[src/pcg_pkg.sv]
// constants, field layout and carrier types of the pll clock generator control
package pcg_pkg;

  // ---------------------------------------------------------------
  // register byte offsets
  // ---------------------------------------------------------------
  localparam logic [7:0] OFF_MAIN       = 8'h00;
  localparam logic [7:0] OFF_BANDWIDTH  = 8'h04;
  localparam logic [7:0] OFF_IRQ_STATUS = 8'h08;
  localparam logic [7:0] OFF_IRQ_CLEAR  = 8'h0c;
  localparam logic [7:0] OFF_IRQ_ENABLE = 8'h10;

  // ---------------------------------------------------------------
  // field positions
  // ---------------------------------------------------------------
  localparam int MAIN_RANGE_LO    = 0;
  localparam int MAIN_RANGE_HI    = 1;
  localparam int MAIN_BCS         = 4;
  localparam int MAIN_PON         = 5;
  localparam int MAIN_FLAG        = 6;
  localparam int BW_ACQ           = 5;
  localparam int BW_LOCK          = 6;
  localparam int BW_AUTO          = 7;
  localparam int IRQ_LOCK_CHANGE  = 0;

  // ---------------------------------------------------------------
  // reset values
  // ---------------------------------------------------------------
  localparam logic [1:0] RST_RANGE   = 2'h0;
  localparam logic       RST_PON     = 1'b0;
  localparam logic       RST_BCS     = 1'b0;
  localparam logic       RST_AUTO    = 1'b0;
  localparam logic       RST_ACQ     = 1'b0;
  localparam logic [0:0] RST_IRQ     = 1'h0;

  // ---------------------------------------------------------------
  // timing counts, in clk_i cycles
  // ---------------------------------------------------------------
  localparam logic [3:0] XTAL_HALF     = 4'h8;
  localparam logic [3:0] VCO_HALF_BASE = 4'h8;

  // ---------------------------------------------------------------
  // types
  // ---------------------------------------------------------------
  typedef struct packed {
    logic       auto_bw;
    logic       acq_sel;
    logic       pll_on;
    logic       base_clock_select;
    logic [1:0] range;
  } pcg_ctrl_type;

  // power-of-two range multiplier
  function automatic logic [3:0] vco_mult(input logic [1:0] range);
    logic [3:0] m;
    m = 4'h1;
    unique case (range)
      2'h0: m = 4'h1;
      2'h1: m = 4'h2;
      2'h2: m = 4'h4;
      2'h3: m = 4'h4;
    endcase
    return m;
  endfunction : vco_mult

  // vco half period shrinks with the multiplier
  function automatic logic [3:0] vco_half(input logic [1:0] range);
    logic [3:0] h;
    h = VCO_HALF_BASE / vco_mult(range);
    return h;
  endfunction : vco_half

endpackage : pcg_pkg

[src/pcg_clk_sel.sv]
// glitch-free base clock selector
`timescale 1ns/1ps
`default_nettype none

module pcg_clk_sel (
  // clock and reset
  input  wire logic clk_i,
  input  wire logic rst_n_i,
  // control
  input  wire logic sel_i,
  input  wire logic force_low_i,
  // sources
  input  wire logic src0_i,
  input  wire logic src1_i,
  // output
  output logic      clk_o,
  output logic      cur_sel_o
);

  logic cur_ff;
  logic out_ff;
  logic cur_src;

  assign cur_src = cur_ff ? src1_i : src0_i;

  // ---------------------------------------------------------------
  // selection swaps only while both sources sit low
  // ---------------------------------------------------------------
  always_ff @(posedge clk_i)
  begin
    if (!rst_n_i)
      cur_ff <= 1'b0;
    else if (sel_i != cur_ff && !src0_i && !src1_i && !out_ff)
      cur_ff <= sel_i;
  end

  always_ff @(posedge clk_i)
  begin
    if (!rst_n_i)
      out_ff <= 1'b0;
    else
      out_ff <= cur_src & ~force_low_i;
  end

  assign clk_o     = out_ff;
  assign cur_sel_o = cur_ff;
endmodule : pcg_clk_sel

`default_nettype wire

[src/pcg_top.sv]
// pll clock generator control: registers, interlocks, stop and clock outputs
//
// The address map and the APB slave port are this design's own decisions.
`timescale 1ns/1ps
`default_nettype none

// Operation
// - manual mode: lock bit reads zero, no interrupt from the block
// - bus clock is vco over four with base clock select set, crystal over two otherwise; vco is multiplier times reference
// - clearing pll power-on is ignored while base clock select is set
// - base clock select cannot be set while pll power-on is zero
// - range bits locked while pll on; reset clears them
// - range 00 gives x1, 01 gives x2, 10 gives x4
// - auto bandwidth bit read/write, 1 auto, 0 manual, reset clears
// - bandwidth register shows lock, auto tracking state, manual forced mode
// - stop without keep option: oscillator, pll off; clock and interrupt outputs held low
// - stop with keep option: pll off, oscillator keeps running
// - break with clear enable: cleared status stays cleared afterwards
// - break without clear enable: register accesses leave change flag alone
module pcg_top (
  // clock and reset
  input  wire logic        clk_i,
  input  wire logic        rst_n_i,
  // apb slave
  input  wire logic        psel_i,
  input  wire logic        penable_i,
  input  wire logic        pwrite_i,
  input  wire logic [7:0]  paddr_i,
  input  wire logic [31:0] pwdata_i,
  output logic      [31:0] prdata_o,
  output logic             pready_o,
  output logic             pslverr_o,
  // system control
  input  wire logic        stop_i,
  input  wire logic        break_i,
  input  wire logic        break_clear_enable_i,
  input  wire logic        osc_keep_in_sleep_i,
  // analog pll status
  input  wire logic        pll_locked_i,
  input  wire logic        pll_tracking_i,
  // analog controls
  output logic             pll_enable_o,
  output logic             osc_enable_o,
  output logic             acquire_mode_o,
  // clocks and interrupt
  output logic             crystal_clock_out_o,
  output logic             vco_clock_o,
  output logic             generated_bus_clock_o,
  output logic             clockgen_interrupt_o
);

  pcg_pkg::pcg_ctrl_type ctrl_ff;
  pcg_pkg::pcg_ctrl_type nxt_ctrl;

  logic [31:0] prdata_ff;
  logic        pready_ff;
  logic        pslverr_ff;
  logic        lock_s1_ff;
  logic        lock_s2_ff;
  logic        lock_d_ff;
  logic        trk_s1_ff;
  logic        trk_s2_ff;
  logic [0:0]  status_ff;
  logic [0:0]  irq_en_ff;
  logic        irq_ff;
  logic        pll_en_ff;
  logic        osc_en_ff;
  logic        acq_mode_ff;
  logic [3:0]  xcnt_ff;
  logic        xtal_ff;
  logic        xdiv_ff;
  logic [3:0]  vcnt_ff;
  logic        vco_ff;
  logic        vdiv_cnt_ff;
  logic        bus_vco_ff;
  logic        bus_clk;

  logic        setup;
  logic        done;
  logic        wr_main;
  logic        wr_bw;
  logic        wr_clr;
  logic        wr_en;
  logic        rd_main;
  logic        clr_allowed;
  logic        chg_evt;
  logic        lock_vis;
  logic        osc_run;
  logic        pll_run;
  logic        x_tick;
  logic        v_tick;
  logic [3:0]  v_half;

  // ---------------------------------------------------------------
  // decode
  // ---------------------------------------------------------------
  function automatic logic is_mapped(input logic [7:0] a);
    return a == pcg_pkg::OFF_MAIN || a == pcg_pkg::OFF_BANDWIDTH ||
           a == pcg_pkg::OFF_IRQ_STATUS || a == pcg_pkg::OFF_IRQ_CLEAR ||
           a == pcg_pkg::OFF_IRQ_ENABLE;
  endfunction : is_mapped

  assign setup   = psel_i & ~penable_i;
  assign done    = psel_i & penable_i & pready_ff;
  assign wr_main = done & pwrite_i & (paddr_i == pcg_pkg::OFF_MAIN);
  assign wr_bw   = done & pwrite_i & (paddr_i == pcg_pkg::OFF_BANDWIDTH);
  assign wr_clr  = done & pwrite_i & (paddr_i == pcg_pkg::OFF_IRQ_CLEAR);
  assign wr_en   = done & pwrite_i & (paddr_i == pcg_pkg::OFF_IRQ_ENABLE);
  assign rd_main = done & ~pwrite_i & (paddr_i == pcg_pkg::OFF_MAIN);

  // ---------------------------------------------------------------
  // apb handshake, one access cycle
  // ---------------------------------------------------------------
  always_ff @(posedge clk_i)
  begin
    if (!rst_n_i)
    begin
      pready_ff  <= 1'b0;
      pslverr_ff <= 1'b0;
    end
    else
    begin
      pready_ff  <= setup;
      pslverr_ff <= setup & ~is_mapped(paddr_i);
    end
  end

  always_ff @(posedge clk_i)
  begin
    if (!rst_n_i)
      prdata_ff <= 32'h0;
    else if (setup && !pwrite_i)
    begin
      prdata_ff <= 32'h0;
      unique case (paddr_i)
        pcg_pkg::OFF_MAIN:
        begin
          prdata_ff[pcg_pkg::MAIN_RANGE_HI:pcg_pkg::MAIN_RANGE_LO] <= ctrl_ff.range;
          prdata_ff[pcg_pkg::MAIN_BCS]  <= ctrl_ff.base_clock_select;
          prdata_ff[pcg_pkg::MAIN_PON]  <= ctrl_ff.pll_on;
          prdata_ff[pcg_pkg::MAIN_FLAG] <= status_ff[pcg_pkg::IRQ_LOCK_CHANGE];
        end
        pcg_pkg::OFF_BANDWIDTH:
        begin
          prdata_ff[pcg_pkg::BW_AUTO] <= ctrl_ff.auto_bw;
          prdata_ff[pcg_pkg::BW_LOCK] <= lock_vis;
          prdata_ff[pcg_pkg::BW_ACQ]  <= ctrl_ff.auto_bw ? trk_s2_ff : ctrl_ff.acq_sel;
        end
        pcg_pkg::OFF_IRQ_STATUS: prdata_ff[0:0] <= status_ff;
        pcg_pkg::OFF_IRQ_ENABLE: prdata_ff[0:0] <= irq_en_ff;
        default: prdata_ff <= 32'h0;
      endcase
    end
  end

  assign prdata_o  = prdata_ff;
  assign pready_o  = pready_ff;
  assign pslverr_o = pslverr_ff;

  // ---------------------------------------------------------------
  // control register interlocks
  // ---------------------------------------------------------------
  always_comb
  begin
    nxt_ctrl = ctrl_ff;
    if (wr_main)
    begin
      nxt_ctrl.pll_on = pwdata_i[pcg_pkg::MAIN_PON] | ctrl_ff.base_clock_select;
      nxt_ctrl.base_clock_select    = pwdata_i[pcg_pkg::MAIN_BCS] & ctrl_ff.pll_on;
      if (!ctrl_ff.pll_on)
        nxt_ctrl.range = pwdata_i[pcg_pkg::MAIN_RANGE_HI:pcg_pkg::MAIN_RANGE_LO];
    end
    if (wr_bw)
    begin
      nxt_ctrl.auto_bw = pwdata_i[pcg_pkg::BW_AUTO];
      nxt_ctrl.acq_sel = pwdata_i[pcg_pkg::BW_ACQ];
    end
  end

  always_ff @(posedge clk_i)
  begin
    if (!rst_n_i)
    begin
      ctrl_ff.auto_bw <= pcg_pkg::RST_AUTO;
      ctrl_ff.acq_sel <= pcg_pkg::RST_ACQ;
      ctrl_ff.pll_on  <= pcg_pkg::RST_PON;
      ctrl_ff.base_clock_select     <= pcg_pkg::RST_BCS;
      ctrl_ff.range   <= pcg_pkg::RST_RANGE;
    end
    else
      ctrl_ff <= nxt_ctrl;
  end

  // ---------------------------------------------------------------
  // pll status synchronisers
  // ---------------------------------------------------------------
  always_ff @(posedge clk_i)
  begin
    if (!rst_n_i)
    begin
      lock_s1_ff <= 1'b0;
      lock_s2_ff <= 1'b0;
      lock_d_ff  <= 1'b0;
      trk_s1_ff  <= 1'b0;
      trk_s2_ff  <= 1'b0;
    end
    else
    begin
      lock_s1_ff <= pll_locked_i;
      lock_s2_ff <= lock_s1_ff;
      lock_d_ff  <= lock_s2_ff;
      trk_s1_ff  <= pll_tracking_i;
      trk_s2_ff  <= trk_s1_ff;
    end
  end

  assign lock_vis    = ctrl_ff.auto_bw & lock_s2_ff;
  assign chg_evt     = ctrl_ff.auto_bw & (lock_s2_ff ^ lock_d_ff);
  assign clr_allowed = ~break_i | break_clear_enable_i;

  // ---------------------------------------------------------------
  // interrupt status, enable and output
  // ---------------------------------------------------------------
  always_ff @(posedge clk_i)
  begin
    if (!rst_n_i)
      status_ff <= pcg_pkg::RST_IRQ;
    else if (chg_evt)
      status_ff[pcg_pkg::IRQ_LOCK_CHANGE] <= 1'b1;
    else if (clr_allowed && ((wr_clr && pwdata_i[pcg_pkg::IRQ_LOCK_CHANGE]) || rd_main))
      status_ff[pcg_pkg::IRQ_LOCK_CHANGE] <= 1'b0;
  end

  always_ff @(posedge clk_i)
  begin
    if (!rst_n_i)
      irq_en_ff <= pcg_pkg::RST_IRQ;
    else if (wr_en)
      irq_en_ff <= pwdata_i[0:0];
  end

  always_ff @(posedge clk_i)
  begin
    if (!rst_n_i)
      irq_ff <= 1'b0;
    else
      irq_ff <= |(status_ff & irq_en_ff) & ctrl_ff.auto_bw & osc_run;
  end

  assign clockgen_interrupt_o = irq_ff;

  // ---------------------------------------------------------------
  // analog controls and stop handling
  // ---------------------------------------------------------------
  assign osc_run = ~(stop_i & ~osc_keep_in_sleep_i);
  assign pll_run = ctrl_ff.pll_on & ~stop_i;

  always_ff @(posedge clk_i)
  begin
    if (!rst_n_i)
    begin
      pll_en_ff   <= 1'b0;
      osc_en_ff   <= 1'b0;
      acq_mode_ff <= 1'b0;
    end
    else
    begin
      pll_en_ff   <= pll_run;
      osc_en_ff   <= osc_run;
      acq_mode_ff <= ctrl_ff.auto_bw ? trk_s2_ff : ctrl_ff.acq_sel;
    end
  end

  assign pll_enable_o   = pll_en_ff;
  assign osc_enable_o   = osc_en_ff;
  assign acquire_mode_o = acq_mode_ff;

  // ---------------------------------------------------------------
  // crystal reference and its half rate
  // ---------------------------------------------------------------
  assign x_tick = (xcnt_ff == pcg_pkg::XTAL_HALF - 4'h1);

  always_ff @(posedge clk_i)
  begin
    if (!rst_n_i || !osc_run)
    begin
      xcnt_ff <= 4'h0;
      xtal_ff <= 1'b0;
      xdiv_ff <= 1'b0;
    end
    else
    begin
      xcnt_ff <= x_tick ? 4'h0 : xcnt_ff + 4'h1;
      if (x_tick)
        xtal_ff <= ~xtal_ff;
      if (x_tick && !xtal_ff)
        xdiv_ff <= ~xdiv_ff;
    end
  end

  assign crystal_clock_out_o = xtal_ff;

  // ---------------------------------------------------------------
  // vco model and divide by four
  // ---------------------------------------------------------------
  assign v_half = pcg_pkg::vco_half(ctrl_ff.range);
  assign v_tick = (vcnt_ff >= v_half - 4'h1);

  always_ff @(posedge clk_i)
  begin
    if (!rst_n_i || !pll_run)
    begin
      vcnt_ff     <= 4'h0;
      vco_ff      <= 1'b0;
      vdiv_cnt_ff <= 1'b0;
      bus_vco_ff  <= 1'b0;
    end
    else
    begin
      vcnt_ff <= v_tick ? 4'h0 : vcnt_ff + 4'h1;
      if (v_tick)
        vco_ff <= ~vco_ff;
      if (v_tick && !vco_ff)
      begin
        vdiv_cnt_ff <= ~vdiv_cnt_ff;
        if (vdiv_cnt_ff)
          bus_vco_ff <= ~bus_vco_ff;
      end
    end
  end

  assign vco_clock_o = vco_ff;

  pcg_clk_sel u_clk_sel (
    .clk_i       (clk_i),
    .rst_n_i     (rst_n_i),
    .sel_i       (ctrl_ff.base_clock_select),
    .force_low_i (stop_i),
    .src0_i      (xdiv_ff),
    .src1_i      (bus_vco_ff),
    .clk_o       (bus_clk),
    .cur_sel_o   ()
  );

  assign generated_bus_clock_o = bus_clk;
endmodule : pcg_top

`default_nettype wire

[config.mk]
export PLATFORM = sky130hd
export DESIGN_NAME = pcg_top
export DESIGN_NICKNAME = d
export VERILOG_FILES = /design/src/pcg_pkg.sv /design/src/pcg_clk_sel.sv /design/src/pcg_top.sv
export SDC_FILE = /design/constraint.sdc
export NUM_CORES = 1
export LEC_CHECK = 0
export ABC_AREA = 1
export BUFFER_PORTS_ARGS = -buffer_cell sky130_fd_sc_hd__clkbuf_2
export CORE_MARGIN = 5
export CORE_UTILIZATION = 46
export CTS_CLUSTER_DIAMETER = 120
export DETAILED_ROUTE_END_ITERATION = 6
export PLACE_DENSITY = 0.8
export SYNTH_ARGS = -nofsm -noshare
export SYNTH_HDL_FRONTEND = slang
export SYNTH_SLANG_ARGS = --single-unit
[constraint.sdc]
create_clock -name clk_i -period 2.1 [get_ports clk_i]
set_clock_uncertainty 0.2 [all_clocks]
set_input_delay 0.315 -clock clk_i [delete_from_list [all_inputs] [get_ports clk_i]]
set_output_delay 0.315 -clock clk_i [all_outputs]
set_load 0.02 [all_outputs]
### Yosys cells after proc, flatten, opt, wreduce, memory -nomap -nowiden

Cells that the tools add are included.

* add/subtract/negate cells: 3
* div/mod/pow operators: 1
* magnitude comparators: 1
* equal/unequal tests: 9
* mux-type cells: 10
* bitwise gates (word level): 36
* reduce and logical (&&, ||, !) cells: 31

Operator list (count)
* $and A1 B1 Y1: 20
* $eq A8 B4 Y1 const B: 2
* $not A1 Y1: 13
* $pmux W4 S3: 1
* $add A4 B1 Y4 const B: 2
* $eq A8 B3 Y1 const B: 1
* $eq A8 B5 Y1 const B: 1
* $logic_and A1 B1 Y1: 8
* $logic_not A1 Y1: 8
* $logic_not A8 Y1: 1
* $logic_or A1 B1 Y1: 7
* $mux W1: 7
* $reduce_or A2 Y1: 3
* $div A4 B4 Y4 const A: 1
* $eq A2 B2 Y1 const B: 2
* $eq A4 B3 Y1 const B: 1
* $ge A4 B4 Y1: 1
* $pmux W2 S2: 1
* $reduce_and A2 Y1: 2
* $sub A4 B1 Y4 const B: 1
* $pmux W1 S3: 1
* $eq A2 B1 Y1 const B: 1
* $logic_not A2 Y1: 1
* $or A1 B1 Y1: 2
* 3 further kinds: 3

* flip-flop bits (word level): 40
* bits of input ports: 51
* output and inout bits: 41
* word-level logic and storage cells: 119

### Logic depth before layout (Yosys ltp)

Gate-level depths: netlist (run 1).

* word-level depth: 9
* gate-level depth with buffers: 11
* mapped depth without buffers: 11

### Hierarchy

From an unflattened synthesis (run 1), not the netlist that was laid out.

* cell total of the unflattened synthesis: 261
* area, all modules: 1988.2 sq um

By module, submodules not included
* pcg_top: instances 1, cells each 247, area an instance 1898.1 sq um, sequential area each 760.7 sq um
* pcg_clk_sel: instances 1, cells each 14, area an instance 90.1 sq um, sequential area each 40.0 sq um

### Worst setup path before layout (run 1)

Ideal clock, no wire load.

* path type: reg-to-reg
* start point: register ctrl_ff[1] in the netlist's numbering
* end point: register vco_ff, in the netlist vco_clock_o
* setup time: 0.115 ns
* arrival time: 1.301 ns
* data required time: 1.785 ns
* setup slack: 0.484 ns
* stages on the path, launching flop included: 10
* path buffers: 1
* period minus slack after synthesis: 1.616 ns
* cell sequence: dfxtp_1 -> clkbuf_1 -> ha_1 -> inv_1 -> nor2_1 -> o21ai_1 -> nand3_1 -> nand2_1 -> inv_1 -> o21a_1

* cells in the longest elaborated chain, start to end: 6
* elaborated cells on any way between the ends: 9
* those cells by class: add/sub (1); div (1); order compare (1); eq/ne (3); mux (1); reduce/logical (2)

RTL lines
* start, declared: RTL line pcg_top.sv:52 `pcg_pkg::pcg_ctrl_type ctrl_ff;`
* start signal, assigned: RTL line pcg_top.sv:191 `ctrl_ff <= nxt_ctrl;`
* $eq A2 B2 Y1: RTL line pcg_pkg.sv:57 `unique case (range)`
* $reduce_or A2 Y1 (no source line)
* $pmux W4 S3 (*): RTL line pcg_pkg.sv:57
* $div A4 B4 Y4 (*): RTL line pcg_pkg.sv:69 `h = VCO_HALF_BASE / vco_mult(range);`
* $sub A4 B1 Y4 (*): RTL line pcg_top.sv:307 `assign v_tick = (vcnt_ff >= v_half - 4'h1);`
* $ge A4 B4 Y1 (*): RTL line pcg_top.sv:307
* end signal, assigned: RTL line pcg_top.sv:322 `vco_ff <= ~vco_ff;`
* end, declared: RTL line pcg_top.sv:73 `logic vco_ff;`

Every way passes the cells marked *; elsewhere a longest branch is shown, timed or not. The select of a mux whose other input is x is not followed.
A chain may end at the register's enable or synchronous reset.

### Worst setup path in the final report (run 1)

Same ends and word-level chain as after synthesis.

==> results of run 1 <==
-- worst max-delay path: stages (launching register included) --
cell     delay [ps]
dfxtp_1         330
inv_1            70
nand2_1          60
ha_1            260
nand2_1          60
inv_1            50
o21ai_1         130
nand3_1         180
nand2_1          90
inv_1            50
o21a_1          160
-- timing repair --
action,CTS,global route
hold buffers,2,0
setup endpoints to repair,0,0
hold endpoints to repair,2,0
-- Yosys cell counts (2+ instances only) --
| cell | count |
|---|---|
| a211oi_1 | 2 |
| a21oi_1 | 16 |
| buf_4 | 26 |
| clkbuf_1 | 2 |
| conb_1 | 2 |
| dfxtp_1 | 40 |
| ha_1 | 6 |
| inv_1 | 35 |
| nand2_1 | 32 |
| nand2_2 | 2 |
| nand3_1 | 12 |
| nand3_2 | 2 |
| nand4_1 | 3 |
| nor2_1 | 29 |
| nor2_2 | 2 |
| nor2_4 | 2 |
| nor3_1 | 3 |
| nor4_1 | 2 |
| o21a_1 | 2 |
| o21ai_0 | 13 |
| xor2_1 | 2 |
-- layout make-up --
type,count,area (um2)
fill,394,1810
tap,50,62.6
inverter,36,135
clock buffer,5,68.8
multi-input combinational,168,880
timing repair buffer,42,225
sequential,40,801
clock inverter,3,42.5
-- power breakdown --
part | switching (W) | total [W] | leakage [nW] | internal [W]
combinational | 0.000104 | 0.000144 | 0.693 | 0.0000408
sequential | 0.00000765 | 0.000781 | 0.325 | 0.000774
clock | 0.000277 | 0.000629 | 0.0541 | 0.000352
total | 0.000388 | 0.00155 | 1.07 | 0.00117
-- cell usage in the layout, fill, tap and decap left out, types with 2 or more instances in the layout --
master | Yosys | routed
dfxtp_1 | 40 | 40
clkbuf_2 | 0 | 38
inv_1 | 35 | 35
nand2_1 | 32 | 32
nor2_1 | 29 | 29
conb_1 | 2 | 28
a21oi_1 | 16 | 16
o21ai_0 | 13 | 13
nand3_1 | 12 | 12
ha_1 | 6 | 6
clkbuf_8 | 0 | 5
nand4_1 | 3 | 3
nor3_1 | 3 | 3
xor2_1 | 2 | 2
o21a_1 | 2 | 2
nor2_2 | 2 | 2
nand2_2 | 2 | 2
nor2_4 | 2 | 2
nand3_2 | 2 | 2
nor4_1 | 2 | 2
a211oi_1 | 2 | 2
dlygate4sd3_1 | 0 | 2
buf_4 | 26 | 2
-- metal layers --
layer / up-vias / track usage [%] / part of all wire [%]
met3: 8 / 3.20 / 8.4
met1: 700 / 16.7 / 43
met2: 54 / 22.9 / 46
met5: - / 0 / 0
met4: 0 / 7.11 / 2.1
li1: 822 / - / -
-- per-stage QoR --
step	setup slack (ps)	hold WS, ps	utilization (%)	area (um2)	total power (W)
6_report	355	61.0	55.0	2210	0.00155
5_1_grt	244	56.8	55.0	2210	0.00162
4_1_cts	370	53.5	55.0	2210	0.00157
3_5_place_dp	397	200	51.7	2080	0.000940
3_3_place_gp	439	192	51.7	2080	0.000937
2_1_floorplan	484	190	-	2020	0.000929
-- cell families after synthesis --
family,count (synthesis),share of synthesized area (%)
adder cells (fa/ha/maj),6,3.90
other,2,0.390
AO/OA/AOI/OAI,37,10.5
flip-flops,40,41.6
XOR/XNOR,3,1.36
AND/OR/NAND/NOR,94,24.5
buffers and inverters,65,17.8
-- worst paths after layout --
check,slack (ps),from,to
setup / recovery,350,ctrl_ff[1]$_SDFFE_PN0P_,vco_clock_o$_SDFFE_PP0P_
hold reg to reg,220,trk_s1_ff$_SDFF_PN0_,trk_s2_ff$_SDFF_PN0_
setup reg to reg,350,ctrl_ff[1]$_SDFFE_PN0P_,vco_clock_o$_SDFFE_PP0P_
hold / removal,60,stop_i,pll_enable_o$_SDFF_PN0_
-- sequential cells by signal, indices dropped and copies added, names as in the netlist, 4 cells and up --
name and flops:
xcnt_ff 4, vcnt_ff 4, prdata_o 6, ctrl_ff 6
==> impl_metrics.toml, run 1 <==
[global_route]
grt_pass1_vias = 1395
antenna_found_initial = 0
grt_pass1_wl_um = 5910
overflow = 0
grtUsageTotal_pct = 13.8
grt_max_degree = 14

[synthesis]
synthArstFlopShare_pct = 0
netlist.top_cell.by_area = "dfxtp_1"
synthCells = 247
ys_seq_elements = 40
yosysWarnings = 0
ys_seq_area_share_pct = 41.6
synth_edf_count = 0
synth_flop_cell = "dfxtp_1"
synthDistinctLibCells = 33
syn_area_per_cell_um2 = 7.80
synth_top_area_share_pct = 41.6
yosys-top-cells-area = "dfxtp_1, buf_4, inv_1"
syn-cell-area_mm2 = 0.00193

[detailed_routing]
drt_wl_total_um = 3800
drt_iter0_drc = 31
wire_per_inst_um = 11.0
vias_per_cell = 4.60
drc_errors = 0
ant_nets = 0
via_count = 1584
dr.pass1.iters = 4

[place]
gp_congestion = 0.802
place_inst = 334
hpwl_um = 2960
io_buffer_count = 38

[cts]
cts_resized = 0
cts_root_buf = "clkbuf_8"
ctsLongestPathBuffers = 2
cts_made_buffers = 5
insertion_delay_ps = 300
cts.sink_count = 40
cts_tree = "done"
path_clk_slew_ps = 80
cts_setup_buffers = 0
htree_num_levels = 2

[setup_path]
criticalPathCategory = "flip-flop to flip-flop"
worstPathRequired_ps = 2090
endpoint_kind = "flip-flop"
arrival_ps = 1740
r2r_cells = 10
cp_max_fo = 4
startpoint_type = "flip-flop"

[worst_hold_path]
min_delay_path_depth = 2
hp-class = "input pin to flip-flop"

[floorplan]
pin_count = 92
start_util_pct = 47.8
die_w_um = 74.7
die_y_um = 74.7
die-area_mm2 = 0.00558
core_area_mm2 = 0.00403
rows = 23

[layout]
n_antenna_cell = 0
drive_above_1_share_pct = 20.7
final_cells = 344
nNetsFinal = 350
area_growth_pct = 15.0

[sta]
period_minus_slack_ps = 1750
setup_viol = 0
drv_slew = 0
period_share_pct = 83.1
hold_viol_final = 0
rsz0062_at_grt = "false"
max_freq_mhz = 573
final.setup.tns_ps = 0

[run_status]
status = "finished, final reports clean"

[power]
cellLeakagePower_nw = 1.07
vdd_drop_max_mv = 0.362
p_per_area_mw_per_mm2 = 702

[flow_run]
drv_cap = 0
(Power assumes the default switching activity.)
==> run 2, diff against run 1 <==
- clock period: 2.1 -> 1.7 ns (I/O delays scaled with it)
==> impl_metrics.toml, run 2 (synthesis gave the netlist of run 1 again) <==
[run_status]
status = "finished, final reports clean"

[detailed_routing]
wl_met2_um = 1830
ant_nets = 0
via_count = 1596
wire_per_inst_um = 11.4
drt-met1-wl_um = 1660
drc_errors = 0
met3_wirelength_um = 387
dr.max_layer_used = "met4"
dr.pass1.iters = 4
vias_per_cell = 4.59
drt_wl_total_um = 3950
drt_iter0_drc = 92

[setup_path]
cp_top_family = "simple AND/OR/NAND/NOR gates"
reg2reg_from = "ctrl_ff[1]$_SDFFE_PN0P_"
crit_chain = "inv_2, nand2_2, ha_4, nand2_4, inv_4, nand3_4, nand3_4, nand2_1, inv_2, nor2_2, nor2_1"
critPathBufInv = 3
cpPeakStageDelay_ps = 360
r2r-end = "vdiv_cnt_ff$_SDFFE_PP0P_"
worstPathRequired_ps = 1690
criticalPathCategory = "flip-flop to flip-flop"
crit_path_start = "ctrl_ff[1]$_SDFFE_PN0P_"
startpoint_type = "flip-flop"
cp_max_fo = 4
cp_num_cells = 11
setup.worst_path.end = "vdiv_cnt_ff$_SDFFE_PP0P_"
r2r_cells = 11
arrival_ps = 1650
crit_slowest_cell = "dfxtp_4"
r2r_slack_ps = 30
endpoint_kind = "flip-flop"

[global_route]
grt_pass1_wl_um = 5960
overflow = 0
grtUsageTotal_pct = 14.1
grt_pass1_vias = 1364
grt_max_degree = 15
antenna_found_initial = 0

[floorplan]
rows = 23
start_util_pct = 47.8
die-area_mm2 = 0.00558
pin_count = 92
die_w_um = 74.7
die_y_um = 74.7
core_area_mm2 = 0.00403

[cts]
htree_num_levels = 2
ctsLongestPathBuffers = 2
path_clk_slew_ps = 80
insertion_delay_ps = 290
cts_made_buffers = 5
cts_tree = "done"
cts_root_buf = "clkbuf_8"
cts.sink_count = 40

[sta]
setup_slack_ps = 31.9
drv_slew = 0
period_share_pct = 98.1
setup_viol = 0
rsz0062_at_grt = "true"
max_freq_mhz = 600
hold_viol_final = 0
period_minus_slack_ps = 1670

[power]
cellLeakagePower_nw = 1.10
p_per_area_mw_per_mm2 = 817
vdd_drop_max_mv = 0.417

[place]
io_buffer_count = 38
dp_slack_ps = -4.21
gp_congestion = 0.783
hpwl_um = 2880
place_inst = 336

[flow_run]
drv_cap = 0

[layout]
final_common_cell = "dfxtp_1"
area_growth_pct = 21.3
n_antenna_cell = 0
nNetsFinal = 354
final_cells = 348
drive_above_1_share_pct = 26.2
final_cell_mix = "dfxtp_1, clkbuf_2, inv_1"

[worst_hold_path]
hp-class = "input pin to flip-flop"
-- run 2: cell count changes in the layout (fill, tap and decap cells not counted), moves of 2 or more --
cell | previous run | this run
inv_1 | 35 | 31
nand3_1 | 12 | 9
ha_4 | 0 | 2
nand3_4 | 0 | 2
buf_4 | 2 | 4
ha_1 | 6 | 4
nand2_1 | 32 | 30
inv_2 | 1 | 4
-- run 2: how the worst min path moves through the flow --
| stage | from | to | slack, ps | cells after the start |
|---|---|---|---|---|
| floorplan | stop_i | pll_enable_o$_SDFF_PN0_ | 140 | 1 |
| global placement | trk_s1_ff$_SDFF_PN0_ | trk_s2_ff$_SDFF_PN0_ | 190 | 2 |
| detailed placement | trk_s1_ff$_SDFF_PN0_ | trk_s2_ff$_SDFF_PN0_ | 200 | 2 |
| CTS | pwdata_i[0] | irq_en_ff$_SDFFE_PN0P_ | 20 | 3 |
| global route | pwdata_i[4] | ctrl_ff[2]$_SDFFE_PN0P_ | 20 | 3 |
| finish | pwdata_i[0] | irq_en_ff$_SDFFE_PN0P_ | 30 | 3 |
-- run 2: worst register-to-register path: cells and delay by family (launching register included) --
kind,cells,cell delay [ps]
AND/OR/NAND/NOR,7,600
flip-flops,1,360
adder cells (fa/ha/maj),1,240
buffers and inverters,3,170
-- run 2: through the flow --
stage	cell area, um2	util (%)	TNS (ps)	power, W	hold slack [ps]
finish	2340	58.0	0	0.00191	27.4
global route	2340	58.0	-89.7	0.00200	21.6
CTS	2240	55.7	0	0.00192	20.7
detailed placement	2100	52.1	-4.21	0.00116	196
global placement	2100	52.1	0	0.00116	194
floorplan	2020	-	0	0.00115	142
-- run 2: report_power, final --
group | switching (W) | internal [W]
Combinational | 0.000130 | 0.0000544
Sequential | 0.00000969 | 0.000954
Clock | 0.000325 | 0.000436
Total | 0.000465 | 0.00144
-- run 2: metal layers --
metal / up-vias / track usage, %
met1: 695 / 18.0
met4: 0 / 6.52
li1: 832 / -
met5: - / 0
met2: 63 / 22.0
met3: 6 / 4.27
-- run 2: cell type report --
| type | count | area [um2] |
|---|---|---|
| Inverter | 36 | 138 |
| Clock inverter | 2 | 35.0 |
| Fill cell | 370 | 1690 |
| Multi-Input combinational cell | 168 | 962 |
| Sequential cell | 40 | 805 |
| Clock buffer | 6 | 72.6 |
| Tap cell | 50 | 62.6 |
| Timing Repair Buffer | 46 | 262 |
-- run 2: what timing repair did --
item                                   4_1_cts  5_1_grt
setup endpoints to repair                    2        4
hold buffers                                 3        0
setup buffers                                0        1
gates resized for setup                      2       20
endpoints found under the hold margin        3        0
pin swaps                                    1        8
